`config.mk`:
```
export PLATFORM = sky130hd
export DESIGN_NAME = i2c_bus_fault_monitor
export DESIGN_NICKNAME = d
export VERILOG_FILES = /design/src/rtl/i2c_mon_pkg.sv /design/src/rtl/i2c_bus_fault_monitor.sv
export SDC_FILE = /design/constraint.sdc
export NUM_CORES = 1
export LEC_CHECK = 0
export ABC_AREA = 1
export BUFFER_PORTS_ARGS = -buffer_cell sky130_fd_sc_hd__buf_4
export CAP_MARGIN = 20
export CORE_UTILIZATION = 58
export DETAILED_ROUTE_END_ITERATION = 6
export GPL_ROUTABILITY_DRIVEN = 0
export PLACE_DENSITY = 0.88
export SETUP_SLACK_MARGIN = 0.05
export SYNTH_ARGS = -nofsm -noshare
export SYNTH_HDL_FRONTEND = slang
export SYNTH_SLANG_ARGS = --single-unit
```
`constraint.sdc`:
```
create_clock -name pclk -period 6.5 [get_ports pclk]
set_input_delay 0.975 -clock pclk [delete_from_list [all_inputs] [get_ports pclk]]
set_output_delay 0.975 -clock pclk [all_outputs]
set_load 0.02 [all_outputs]
```
`src/rtl/i2c_mon_pkg.sv`:
```
`default_nettype none
package i2c_mon_pkg;
    // Register byte addresses
    localparam logic [7:0] STATUS_OFS   = 8'h00;
    localparam logic [7:0] MASK_OFS     = 8'h04;
    localparam logic [7:0] CTRL_OFS     = 8'h08;
    localparam logic [7:0] RD_DATA_OFS  = 8'h0c;
    // Control register fields
    localparam int RR_EN_BIT = 0;
    localparam int TO_EN_BIT = 1;
    localparam logic [1:0] CTRL_RST = 2'h0;
    localparam logic [5:0] FLAGS_RST = 6'h00;
    localparam logic [5:0] MASK_RST  = 6'h00;
    localparam logic LINE_IDLE = 1'b1;
    // Timeout: time in microseconds, cycles derived from the 125 MHz clock
    localparam int CLK_MHZ         = 125;
    localparam int TIMEOUT_US      = 100;
    localparam int TIMEOUT_DFLT    = TIMEOUT_US * CLK_MHZ;
    // Oversampling: cycles per sample and samples per filter window
    localparam int OVS_DIV_DFLT    = 4;
    localparam int OVS_WIN_DFLT    = 8;

    // Flag layout, bit 5 down to bit 0
    typedef struct packed {
        logic acont;
        logic dcont;
        logic glitch;
        logic noise;
        logic rdred;
        logic tmo;
    } flags_s;
endpackage
`default_nettype wire

```
`src/rtl/i2c_bus_fault_monitor.sv`:
```
// Function
// - A filtered SDA level differing from the driven level sets the analog contention flag.
// - Analog contention samples filtered SDA on rising filtered SCL edges, only while SDA is driven.
// - Read data bits from the slave are captured with filtered SDA and SCL.
// - An oversampled line disagreeing with the driven value sets the digital contention flag.
// - Digital contention is checked only while the lines should be settled.
// - Two or more consecutive samples against the filter value set the glitch flag.
// - More than a quarter of a window's samples against the filter value set the noise flag.
// - Glitch and noise monitors look only outside permitted transition intervals.
// - A mismatch between two repeated reads sets the redundant-read error flag.
// - The redundant-read check runs only while its enable is 1.
// - With timeout enabled, an over-long transaction sets the timeout flag.
// - Every flag is sticky, cleared by writing 0, unchanged by writing 1.
// - All flags reset to 0.
`default_nettype none
module i2c_bus_fault_monitor
    import i2c_mon_pkg::*;
#(
    parameter int TIMEOUT_CYCLES = TIMEOUT_DFLT,
    parameter int OVS_DIV        = OVS_DIV_DFLT,
    parameter int OVS_WIN        = OVS_WIN_DFLT
) (
    // Clock, reset, enable
    input  wire logic        pclk,
    input  wire logic        presetn,
    input  wire logic        clk_en,
    // APB slave
    input  wire logic        psel,
    input  wire logic        penable,
    input  wire logic        pwrite,
    input  wire logic [7:0]  paddr,
    input  wire logic [31:0] pwdata,
    output logic             pready,
    output logic [31:0]      prdata,
    output logic             pslverr,
    // Bus pins, raw and analog-filtered
    input  wire logic        scl_pin,
    input  wire logic        sda_pin,
    input  wire logic        scl_filt_pin,
    input  wire logic        sda_filt_pin,
    // From the I2C master
    input  wire logic        scl_drive,
    input  wire logic        scl_drive_en,
    input  wire logic        sda_drive,
    input  wire logic        sda_drive_en,
    input  wire logic        lines_settled,
    input  wire logic        lines_quiet,
    input  wire logic        txn_active,
    input  wire logic        rd_active,
    input  wire logic        rd_start,
    input  wire logic        rd_done,
    input  wire logic        rd_repeat,
    // Results
    output logic [31:0]      rd_data,
    output logic             irq
);
    localparam int CW = $clog2(OVS_WIN + 1);
    localparam int DW = $clog2(OVS_DIV + 1);

    // Synchronisers: 0 scl, 1 sda, 2 filtered scl, 3 filtered sda
    logic [3:0] sync1_r, sync2_r;
    logic       scl_f_d_r;
    always_ff @(posedge pclk or negedge presetn)
    begin
        if (!presetn)
        begin
            sync1_r   <= {4{LINE_IDLE}};
            sync2_r   <= {4{LINE_IDLE}};
            scl_f_d_r <= LINE_IDLE;
        end
        else if (clk_en)
        begin
            sync1_r   <= {sda_filt_pin, scl_filt_pin, sda_pin, scl_pin};
            sync2_r   <= sync1_r;
            scl_f_d_r <= sync2_r[2];
        end
    end

    logic scl_s, sda_s, sda_f, scl_f_rise;
    assign scl_s      = sync2_r[0];
    assign sda_s      = sync2_r[1];
    assign sda_f      = sync2_r[3];
    assign scl_f_rise = sync2_r[2] & ~scl_f_d_r;

    // Oversampling tick and window position
    logic [DW-1:0] div_r, div_nxt;
    logic [CW-1:0] win_r, win_nxt;
    logic          tick, win_end;
    always_comb
    begin
        tick    = (div_r == DW'(OVS_DIV - 1));
        win_end = tick && (win_r == CW'(OVS_WIN - 1));
        div_nxt = tick ? '0 : div_r + DW'(1);
        win_nxt = win_end ? '0 : (tick ? win_r + CW'(1) : win_r);
    end
    always_ff @(posedge pclk or negedge presetn)
    begin
        if (!presetn)
        begin
            div_r <= '0;
            win_r <= '0;
        end
        else if (clk_en)
        begin
            div_r <= div_nxt;
            win_r <= win_nxt;
        end
    end

    // Digital filter, glitch and noise per line
    logic [1:0] glitch_ev, noise_ev;
    genvar l;
    generate
        for (l = 0; l < 2; l++)
        begin : g_line
            logic          filt_r, filt_nxt, dis;
            logic          run_r, run_nxt;
            logic [CW-1:0] ones_r, ones_nxt, bad_r, bad_nxt;
            logic [CW-1:0] ones_t, bad_t;
            always_comb
            begin
                dis      = sync2_r[l] ^ filt_r;
                ones_t   = ones_r + CW'(sync2_r[l]);
                bad_t    = bad_r + CW'(dis & lines_quiet);
                run_nxt  = run_r;
                ones_nxt = ones_r;
                bad_nxt  = bad_r;
                filt_nxt = filt_r;
                glitch_ev[l] = tick && lines_quiet && dis && run_r;
                noise_ev[l]  = win_end && ({2'b00, bad_t} * 4 > (CW+2)'(OVS_WIN));
                if (tick)
                begin
                    run_nxt  = dis & lines_quiet;
                    ones_nxt = ones_t;
                    bad_nxt  = bad_t;
                end
                if (win_end)
                begin
                    // Majority vote keeps a single stray sample out of the filter
                    filt_nxt = ({1'b0, ones_t} * 2 > (CW+1)'(OVS_WIN));
                    ones_nxt = '0;
                    bad_nxt  = '0;
                end
            end
            always_ff @(posedge pclk or negedge presetn)
            begin
                if (!presetn)
                begin
                    filt_r <= LINE_IDLE;
                    run_r  <= 1'b0;
                    ones_r <= '0;
                    bad_r  <= '0;
                end
                else if (clk_en)
                begin
                    filt_r <= filt_nxt;
                    run_r  <= run_nxt;
                    ones_r <= ones_nxt;
                    bad_r  <= bad_nxt;
                end
            end
        end
    endgenerate

    // Read capture, redundant-read compare, timeout counter
    logic [31:0] shift_r, shift_nxt, first_r, first_nxt, rd_data_r, rd_data_nxt;
    logic [31:0] tmo_cnt_r, tmo_cnt_nxt;
    logic [1:0]  ctrl_r, ctrl_nxt;
    flags_s      ev;
    always_comb
    begin
        shift_nxt   = shift_r;
        first_nxt   = first_r;
        rd_data_nxt = rd_data_r;
        if (rd_start)
            shift_nxt = '0;
        else if (rd_active && scl_f_rise)
            shift_nxt = {shift_r[30:0], sda_f};
        if (rd_done)
        begin
            rd_data_nxt = shift_r;
            if (!rd_repeat)
                first_nxt = shift_r;
        end
        tmo_cnt_nxt = '0;
        if (txn_active)
            tmo_cnt_nxt = (tmo_cnt_r == 32'(TIMEOUT_CYCLES)) ? tmo_cnt_r : tmo_cnt_r + 32'd1;
        ev.acont  = scl_f_rise && sda_drive_en && (sda_f != sda_drive);
        ev.dcont  = tick && lines_settled
                    && ((sda_drive_en && sda_s != sda_drive)
                    || (scl_drive_en && scl_s != scl_drive));
        ev.glitch = |glitch_ev;
        ev.noise  = |noise_ev;
        ev.rdred  = ctrl_r[RR_EN_BIT] && rd_done && rd_repeat && (shift_r != first_r);
        ev.tmo    = ctrl_r[TO_EN_BIT] && txn_active
                    && (tmo_cnt_r == 32'(TIMEOUT_CYCLES - 1));
    end
    always_ff @(posedge pclk or negedge presetn)
    begin
        if (!presetn)
        begin
            shift_r   <= '0;
            first_r   <= '0;
            rd_data_r <= '0;
            tmo_cnt_r <= '0;
        end
        else if (clk_en)
        begin
            shift_r   <= shift_nxt;
            first_r   <= first_nxt;
            rd_data_r <= rd_data_nxt;
            tmo_cnt_r <= tmo_cnt_nxt;
        end
    end

    // APB registers: one wait state, write lands on the pready edge
    flags_s      flags_r, flags_nxt;
    logic [5:0]  mask_r, mask_nxt;
    logic        pready_r, pready_nxt, pslverr_r, pslverr_nxt, irq_r, irq_nxt;
    logic [31:0] prdata_r, prdata_nxt;
    logic        access, hit, wr, st_wr;
    always_comb
    begin
        access = psel && penable;
        hit    = (paddr == STATUS_OFS) || (paddr == MASK_OFS)
                 || (paddr == CTRL_OFS) || (paddr == RD_DATA_OFS);
        wr     = access && pready_r && pwrite && hit;
        st_wr  = wr && (paddr == STATUS_OFS);
        pready_nxt  = access && !pready_r;
        pslverr_nxt = access && !pready_r && !hit;
        prdata_nxt  = '0;
        if (access && !pready_r && !pwrite)
        begin
            unique case (paddr)
                STATUS_OFS:  prdata_nxt = {26'h0, flags_r};
                MASK_OFS:    prdata_nxt = {26'h0, mask_r};
                CTRL_OFS:    prdata_nxt = {30'h0, ctrl_r};
                RD_DATA_OFS: prdata_nxt = rd_data_r;
                default:     prdata_nxt = '0;
            endcase
        end
        mask_nxt = (wr && paddr == MASK_OFS) ? pwdata[5:0] : mask_r;
        ctrl_nxt = (wr && paddr == CTRL_OFS) ? pwdata[1:0] : ctrl_r;
        // Set beats clear so an event in the clearing cycle survives
        flags_nxt = (st_wr ? (flags_r & pwdata[5:0]) : flags_r) | ev;
        irq_nxt   = |(flags_nxt & mask_nxt);
    end
    always_ff @(posedge pclk or negedge presetn)
    begin
        if (!presetn)
        begin
            flags_r   <= FLAGS_RST;
            mask_r    <= MASK_RST;
            ctrl_r    <= CTRL_RST;
            pready_r  <= 1'b0;
            pslverr_r <= 1'b0;
            prdata_r  <= '0;
            irq_r     <= 1'b0;
        end
        else if (clk_en)
        begin
            flags_r   <= flags_nxt;
            mask_r    <= mask_nxt;
            ctrl_r    <= ctrl_nxt;
            pready_r  <= pready_nxt;
            pslverr_r <= pslverr_nxt;
            prdata_r  <= prdata_nxt;
            irq_r     <= irq_nxt;
        end
    end

    assign pready  = pready_r;
    assign pslverr = pslverr_r;
    assign prdata  = prdata_r;
    assign irq     = irq_r;
    assign rd_data = rd_data_r;
endmodule
`default_nettype wire

```
==> parameters.txt, run 1 <==
Parameter                              Value

Setup path
  Required arrival time at the worst endpoint    between 6 and 7 ns
  Slowest Stage Delay on Critical Path    0.64 ns
  Critical Path Sink Type    flip-flop
  Start-to-end type of the worst setup path    input port to flip-flop
  Crit path DAT    approximately 3.6 ns
  Most frequent cell on the critical path    buf_4
  Cells along the critical path    buf_4, inv_2, buf_4, nor2_2, inv_1, nor2_1, nand3_1, o22ai_1, a21oi_1
  Critical-path cell with the highest stage delay    nor2_2
  Critical path fanouts, max    between 40 and 50
  Startpoint class of the critical path    input port

Layout
  Most used cells in the layout excluding fill and tap cells    nand2_1, dfrtp_1, o21ai_0
  Number of diodes added for antenna fixing    0
  Syn-to-layout area delta    16.62%
  Layout cells sized above 1    approximately 15%
  Post-route insts no fill    ~1500
  Net count, final    ~1400
  Most common library cell in the layout ignoring fill and taps    nand2_1

CTS
  Worst-skew pair later-pin latency    between 0.5 and 0.6 ns
  H-tree depth    1
  Clock edge transition at the registers on the reported setup and hold paths    about 0.06 ns
  CTS-repair resized insts    0
  CTS sink count    213
  TritonCTS buffer count    22
  CTS root buf    clkbuf_16
  TritonCTS clock tree    done
  Number of hold-repair buffers added at the cts stage    0
  Largest buffer count on any clock path    3
  Number of setup buffers added after CTS    0

Synthesis
  Post-synthesis net count    approximately 1300
  Netlist Area Pre-Place    slightly above 0.01 sq mm
  Async set or reset register ratio after synthesis    100.0%
  Number of flops mapped to enable cells by yosys    0
  Biggest area consumer among synthesized cells    dfrtp_1
  Main area contributors after synthesis    dfrtp_1, nand2_1, o21ai_0
  Fraction of post-synthesis cell area in the top cell type by area    between 40% and 50%
  Synthesized flop and latch total    between 200 and 250
  Syn avg cell area    8.530 sq um
  Main flop type after synthesis    dfrtp_1
  Syn. warnings    0
  Cell variety after synth    42
  Post-Synthesis Cells    between 1000 and 1500
  Proportion of synthesized chip area in sequential cells    around 52%

Timing
  Number of slew-limit violations in the final report    0
  Time the final worst path needs with I/O delays and setup    3.237 ns
  Hold Vio Cnt, Final    0
  Slew Limit Headroom    38.88%
  Worst Max-Slew Pin Slew    between 0.9 and 1 ns
  Share of the clock period used by the worst path after layout    49.80%
  Setup Skew    0.01175 ns
  Unrepaired setup endpoints after global routing    false
  Setup TNS    0 ns
  Final setup violation count    0
  Highest achievable clock rate    just over 300 MHz

GRT
  Overflow left after global routing    0
  Global Route Usage Sum    between 20 and 30%
  Pin count of the biggest net entering global routing    around 90
  Wire length of the first global-routing pass    40340 um
  Vias in the first global route    approximately 8400
  Antenna violations before repair    0

Die
  Area of the core    roughly 0.017 sq mm
  Chip Width    ~130 um
  Starting utilization of the core area    59.39%
  Row cnt    48
  Io pins    128
  Floorplan die area    between 0.015 and 0.02 sq mm
  Die boundary height    134.8 um

Drt
  DRT antenna net count    0
  Violation count after the first detailed-route iteration    910
  Routed wirelength normalized by instance count    approximately 16 um
  Mean number of vias per cell    ~5.8
  Total length of routed wires    24640 um
  Detailed-router iteration count before antenna repair    5
  Residual DRC    0
  Via count of the routed design    slightly below 9000

Worst hold path
  Tightest Hold Check Type    flip-flop to flip-flop

Place
  Port Buffers    101
  Number of placed cells counting well taps    1481
  Sum of net half-perimeters after detailed placement    ~16000 um

Pwr
  Peak supply drop    0.2108 mV
  LEAKAGE    about 5.5 nW
  Total power per unit cell area    around 270 mW/mm^2

Run
  Max Cap Violations    0

Outcome
  Outcome    finished clean
[per-stage QoR]
stage	utilization [%]	instance area (sq um)	worst slack, ns	total power [mW]	hold WS (ns)
after floorplan	-	10240	4.181	1.783	0.4437
after global placement	64.40	11100	2.797	1.895	0.4513
after detailed placement	64.40	11100	2.776	1.916	0.4563
after CTS	68.87	11870	3.307	3.245	0.4571
after global routing	69.26	11940	3.027	3.374	0.4702
final	69.26	11940	3.263	3.234	0.4588
[path summary, 6_finish.rpt]
check / endpoint / from / slack [ns] / cells past startpoint
hold reg to reg: sync2_r[3] / sync1_r[3] / 0.46 / 2
max in group asynchronous: tmo_cnt_r[10] / presetn / 4.57 / 2
min in group asynchronous: tmo_cnt_r[24] / presetn / 0.54 / 1
setup reg to reg: tmo_cnt_r[26] / tmo_cnt_r[0] / 3.91 / 9
hold / removal: sync2_r[3] / sync1_r[3] / 0.46 / 2
setup / recovery: win_r[3] / clk_en / 3.26 / 9
[synthesized netlist by cell type (3+ instances only)]
cell	instances
nand4_1	22
o22ai_1	9
nand3b_1	7
buf_6	3
nand3_2	3
nor3_1	9
o21ai_0	127
inv_1	98
nor2_2	5
inv_2	5
nand3_1	91
buf_2	6
nor3_2	3
nand2_1	322
clkbuf_1	35
dfrtp_1	202
nor2_4	7
o31ai_1	8
ha_1	12
o21ai_1	22
dfstp_2	11
xor2_1	11
nor2_1	74
xnor2_1	32
nand2_2	6
a21oi_1	16
a32o_1	26
a31oi_1	4
buf_4	6
[kinds of logic after synthesis]
| logic type | share of synthesized area (%) |
|---|---|
| xor+xnor | 3.679 |
| flops | 52.21 |
| simple gates | 23.60 |
| fa+ha+maj | 1.467 |
| buf+inv | 6.234 |
| compound gates | 12.81 |
[critical path: cells and delay by family]
family,cells,cell delay [ns]
simple gates,3,0.98
buf+inv,4,1.48
compound gates,2,0.18
[flip-flops by register name, summed over array words and instances, names as in the netlist, 2 cells and up]
signal         count
g_line.bad_r       8
div_r              3
g_line.filt_r      2
shift_r           32
rd_data           32
flags_r            6
g_line.ones_r      8
sync1_r            4
sync2_r            4
prdata            32
tmo_cnt_r         32
g_line.run_r       2
win_r              4
ctrl_r             2
first_r           32
mask_r             6
[per-layer routing]
metal  global-route usage [%]  up-vias  part of all wire, %
li1                         -     4149                    -
met1                    37.37     4247                   42
met2                    45.45      328                   48
met3                    4.054       54                  6.8
met4                    9.551        0                  2.9
met5                        0        -                    0
[final cells by class]
class | instances | area, sq um
repair buffers | 110 | 877.1
clock buffers | 31 | 624.3
inverters | 105 | 394.1
well taps | 225 | 281.5
multi-input cells | 831 | 4272
flip-flops and latches | 213 | 5344
fillers | 1244 | 5299
clock inverters | 9 | 145.1
[power breakdown]
group	switching (mW)	internal, mW	total (mW)
sequential	0.0720	1.43	1.50
clock	0.535	0.798	1.33
combinational	0.254	0.145	0.399
No activity file was read; power rests on OpenSTA's default activity.
==> run 2: changes to the inputs <==
Clock period 6.5 ns to 3.28 ns, I/O delays scaled along.
==> run 2 against run 1 <==
Compared with the run above: the flow now finishes with violations (design-rule violations); sequential share of layout area is 0.056 points higher; clock skew increased by 0.015 ns; utilization is 0.087 points lower; die area did not move; power grew 95%; via count up 1.1%; non-clock buffer count rose by 5; hold slack worse by 0.46 ns; combinational power increased by 110%; setup slack worse by 2.2 ns; routed wire length rose by 3.0%; critical path type is now flip-flop to flip-flop.
==> parameters.txt, run 2 (same netlist as run 1, synthesis figures left out) <==
Parameter                              Value

Layout
  Post-route cell area    0.01192 sq mm (-0.13%)
  Number of diodes added for antenna fixing    0 (unchanged)
  Layout cells sized above 1    15.03% (+0.17 points)
  Net count, final    1361 (+0.37%)
  Syn-to-layout area delta    16.48%
  Most common library cell in the layout ignoring fill and taps    nand2_1
  Number of filler cells placed in the layout    1257 (+1.0%)
  Most used cells in the layout excluding fill and tap cells    nand2_1, dfrtp_1, o21ai_0

Setup path
  Number of cells on the worst reg-to-reg path    15 (+6)
  Critical path fanouts, max    5 (-88%)
  Critical Path Sink Type    flip-flop
  Startpoint class of the critical path    flip-flop
  Crit path DAT    2.69 ns (-0.95 ns)
  Required arrival time at the worst endpoint    3.70 ns (-3.20 ns)
  Start-to-end type of the worst setup path    flip-flop to flip-flop

Drt
  Total length of routed wires    25380 um (+3.0%)
  Via count of the routed design    8874 (+1.1%)
  DRT antenna net count    0 (unchanged)
  Violation count after the first detailed-route iteration    872 (-4.2%)
  Residual DRC    1 (+1)
  Detailed-router iteration count before antenna repair    7 (+2)
  Routed wirelength normalized by instance count    16.60 um (+2.7%)
  Mean number of vias per cell    5.804 (+0.76%)

GRT
  Met1 Usage GRT    37.48% (+0.11 points)
  Met3 GRT Util    5.405% (+1.4 points)
  Wire length of the first global-routing pass    41800 um (+3.6%)
  Pin count of the biggest net entering global routing    91 (unchanged)
  Antenna violations before repair    0 (unchanged)
  Vias in the first global route    8603 (+2.7%)
  Global Route Usage Sum    28.84% (+1.3 points)
  Met2 usage in global routing    47.51% (+2.1 points)
  Overflow left after global routing    0 (unchanged)
  GRT Max-Usage Layer    met2

Timing
  Final setup violation count    0 (unchanged)
  Number of slew-limit violations in the final report    0 (unchanged)
  Setup Skew    0.02658 ns (+0.01483 ns)
  Setup TNS    0 ns (unchanged)
  Share of the clock period used by the worst path after layout    slightly below 70%
  Highest achievable clock rate    about 440 MHz
  Worst Max-Slew Pin Slew    1.044 ns (+0.1273 ns)
  Time the final worst path needs with I/O delays and setup    2.266 ns
  Unrepaired setup endpoints after global routing    false
  Hold Vio Cnt, Final    0 (unchanged)
  Slew Limit Headroom    30.14% (-8.7 points)

Die
  Starting utilization of the core area    59.39% (unchanged)
  Io pins    128 (unchanged)
  Row cnt    48 (unchanged)
  Floorplan die area    0.01818 sq mm (unchanged)
  Chip Width    134.8 um (unchanged)
  Area of the core    0.01724 sq mm (unchanged)
  Die boundary height    134.8 um (unchanged)

Outcome
  Outcome    finished with violations
  Violations in the final reports    design-rule violations

CTS
  H-tree depth    1 (unchanged)
  Number of setup buffers added after CTS    0 (unchanged)
  Number of hold-repair buffers added at the cts stage    0 (unchanged)
  Worst-skew pair later-pin latency    0.53 ns (about the same)
  CTS sink count    213 (unchanged)
  Largest buffer count on any clock path    3 (unchanged)
  CTS-repair resized insts    0 (unchanged)
  TritonCTS clock tree    done
  Clock edge transition at the registers on the reported setup and hold paths    0.06 ns (about the same)
  TritonCTS buffer count    22 (unchanged)
  CTS root buf    clkbuf_16

Pwr
  Peak supply drop    0.3642 mV (+73%)
  Total power per unit cell area    529.8 mW/mm^2 (+96%)
  LEAKAGE    5.469 nW (-0.13%)
  Overall Power    6.316 mW (+95%)

Worst hold path
  Tightest Hold Check Type    input port to async pin

Place
  Instance area after placement    0.01119 sq mm (+0.77%)
  Port Buffers    101 (unchanged)
  Sum of net half-perimeters after detailed placement    16280 um (+0.94%)

Run
  Max Cap Violations    0 (unchanged)
-- run 2: cell types whose count changed in the layout (fill, tap and decap cells not counted), sizes merged --
cell / delta
buf: +5
clkbuf: +4
bufinv: -2
clkinvlp: +1
clkinv: -1
inv: -2
-- run 2: final cells by class --
type	count	area [sq um]	share of cell area (%)
flip-flops and latches	213	5344	44.82
multi-input cells	831	4272	35.83
repair buffers	115	894.6	7.503
clock buffers	35	659.4	5.530
inverters	105	394.1	3.306
well taps	225	281.5	2.361
clock inverters	5	77.57	0.6506
-- run 2: report_power, final --
part / internal (mW) / leakage (nW) / switching, mW
Clock: 1.47 / 0.356 / 1.06
Sequential: 2.83 / 2.88 / 0.140
Combinational: 0.299 / 2.23 / 0.520
Total: 4.60 / 5.47 / 1.72
-- run 2: through the flow --
step	util (%)	hold slack [ns]	setup WS [ns]	cells
final	69.17	0.003221	1.014	1529
after global placement	64.90	0.4524	1.028	1489
after detailed placement	64.90	0.4565	0.9910	1489
after floorplan	-	0.1964	1.234	1200
after CTS	69.17	0.06023	0.9829	1529
after global routing	69.17	0.07071	0.7707	1529
-- run 2: routing by layer --
| layer | wire length, um | up-vias |
|---|---|---|
| li1 | - | 4152 |
| met1 | 10280 | 4255 |
| met2 | 12270 | 387 |
| met3 | 1892 | 80 |
| met4 | 941 | 0 |
| met5 | 0 | - |
-- run 2: worst max-delay path, stage by stage (launching register included) --
cell     delay [ns]
dfstp_2        0.59
xor2_1         0.19
inv_1          0.05
nor2_1         0.12
ha_1           0.21
ha_1           0.25
nand2_1        0.07
nand3_1        0.07
nor2_1         0.13
nand3_1        0.08
nand2_1        0.07
nand2_1        0.06
nand2_1        0.05
nand3_1        0.06
nor2_1         0.08
a21oi_1        0.06
-- run 2: path summary, 6_finish.rpt --
kind,from,endpoint,slack [ns]
setup / recovery,sync2_r[0],irq,1.01
hold / removal,presetn,tmo_cnt_r[12],0.003
setup reg to reg,sync2_r[0],irq,1.01
hold reg to reg,sync1_r[0],sync1_r[0],0.47
max in group asynchronous,presetn,tmo_cnt_r[22],2.28
min in group pclk,scl_pin,sync1_r[0],0.16
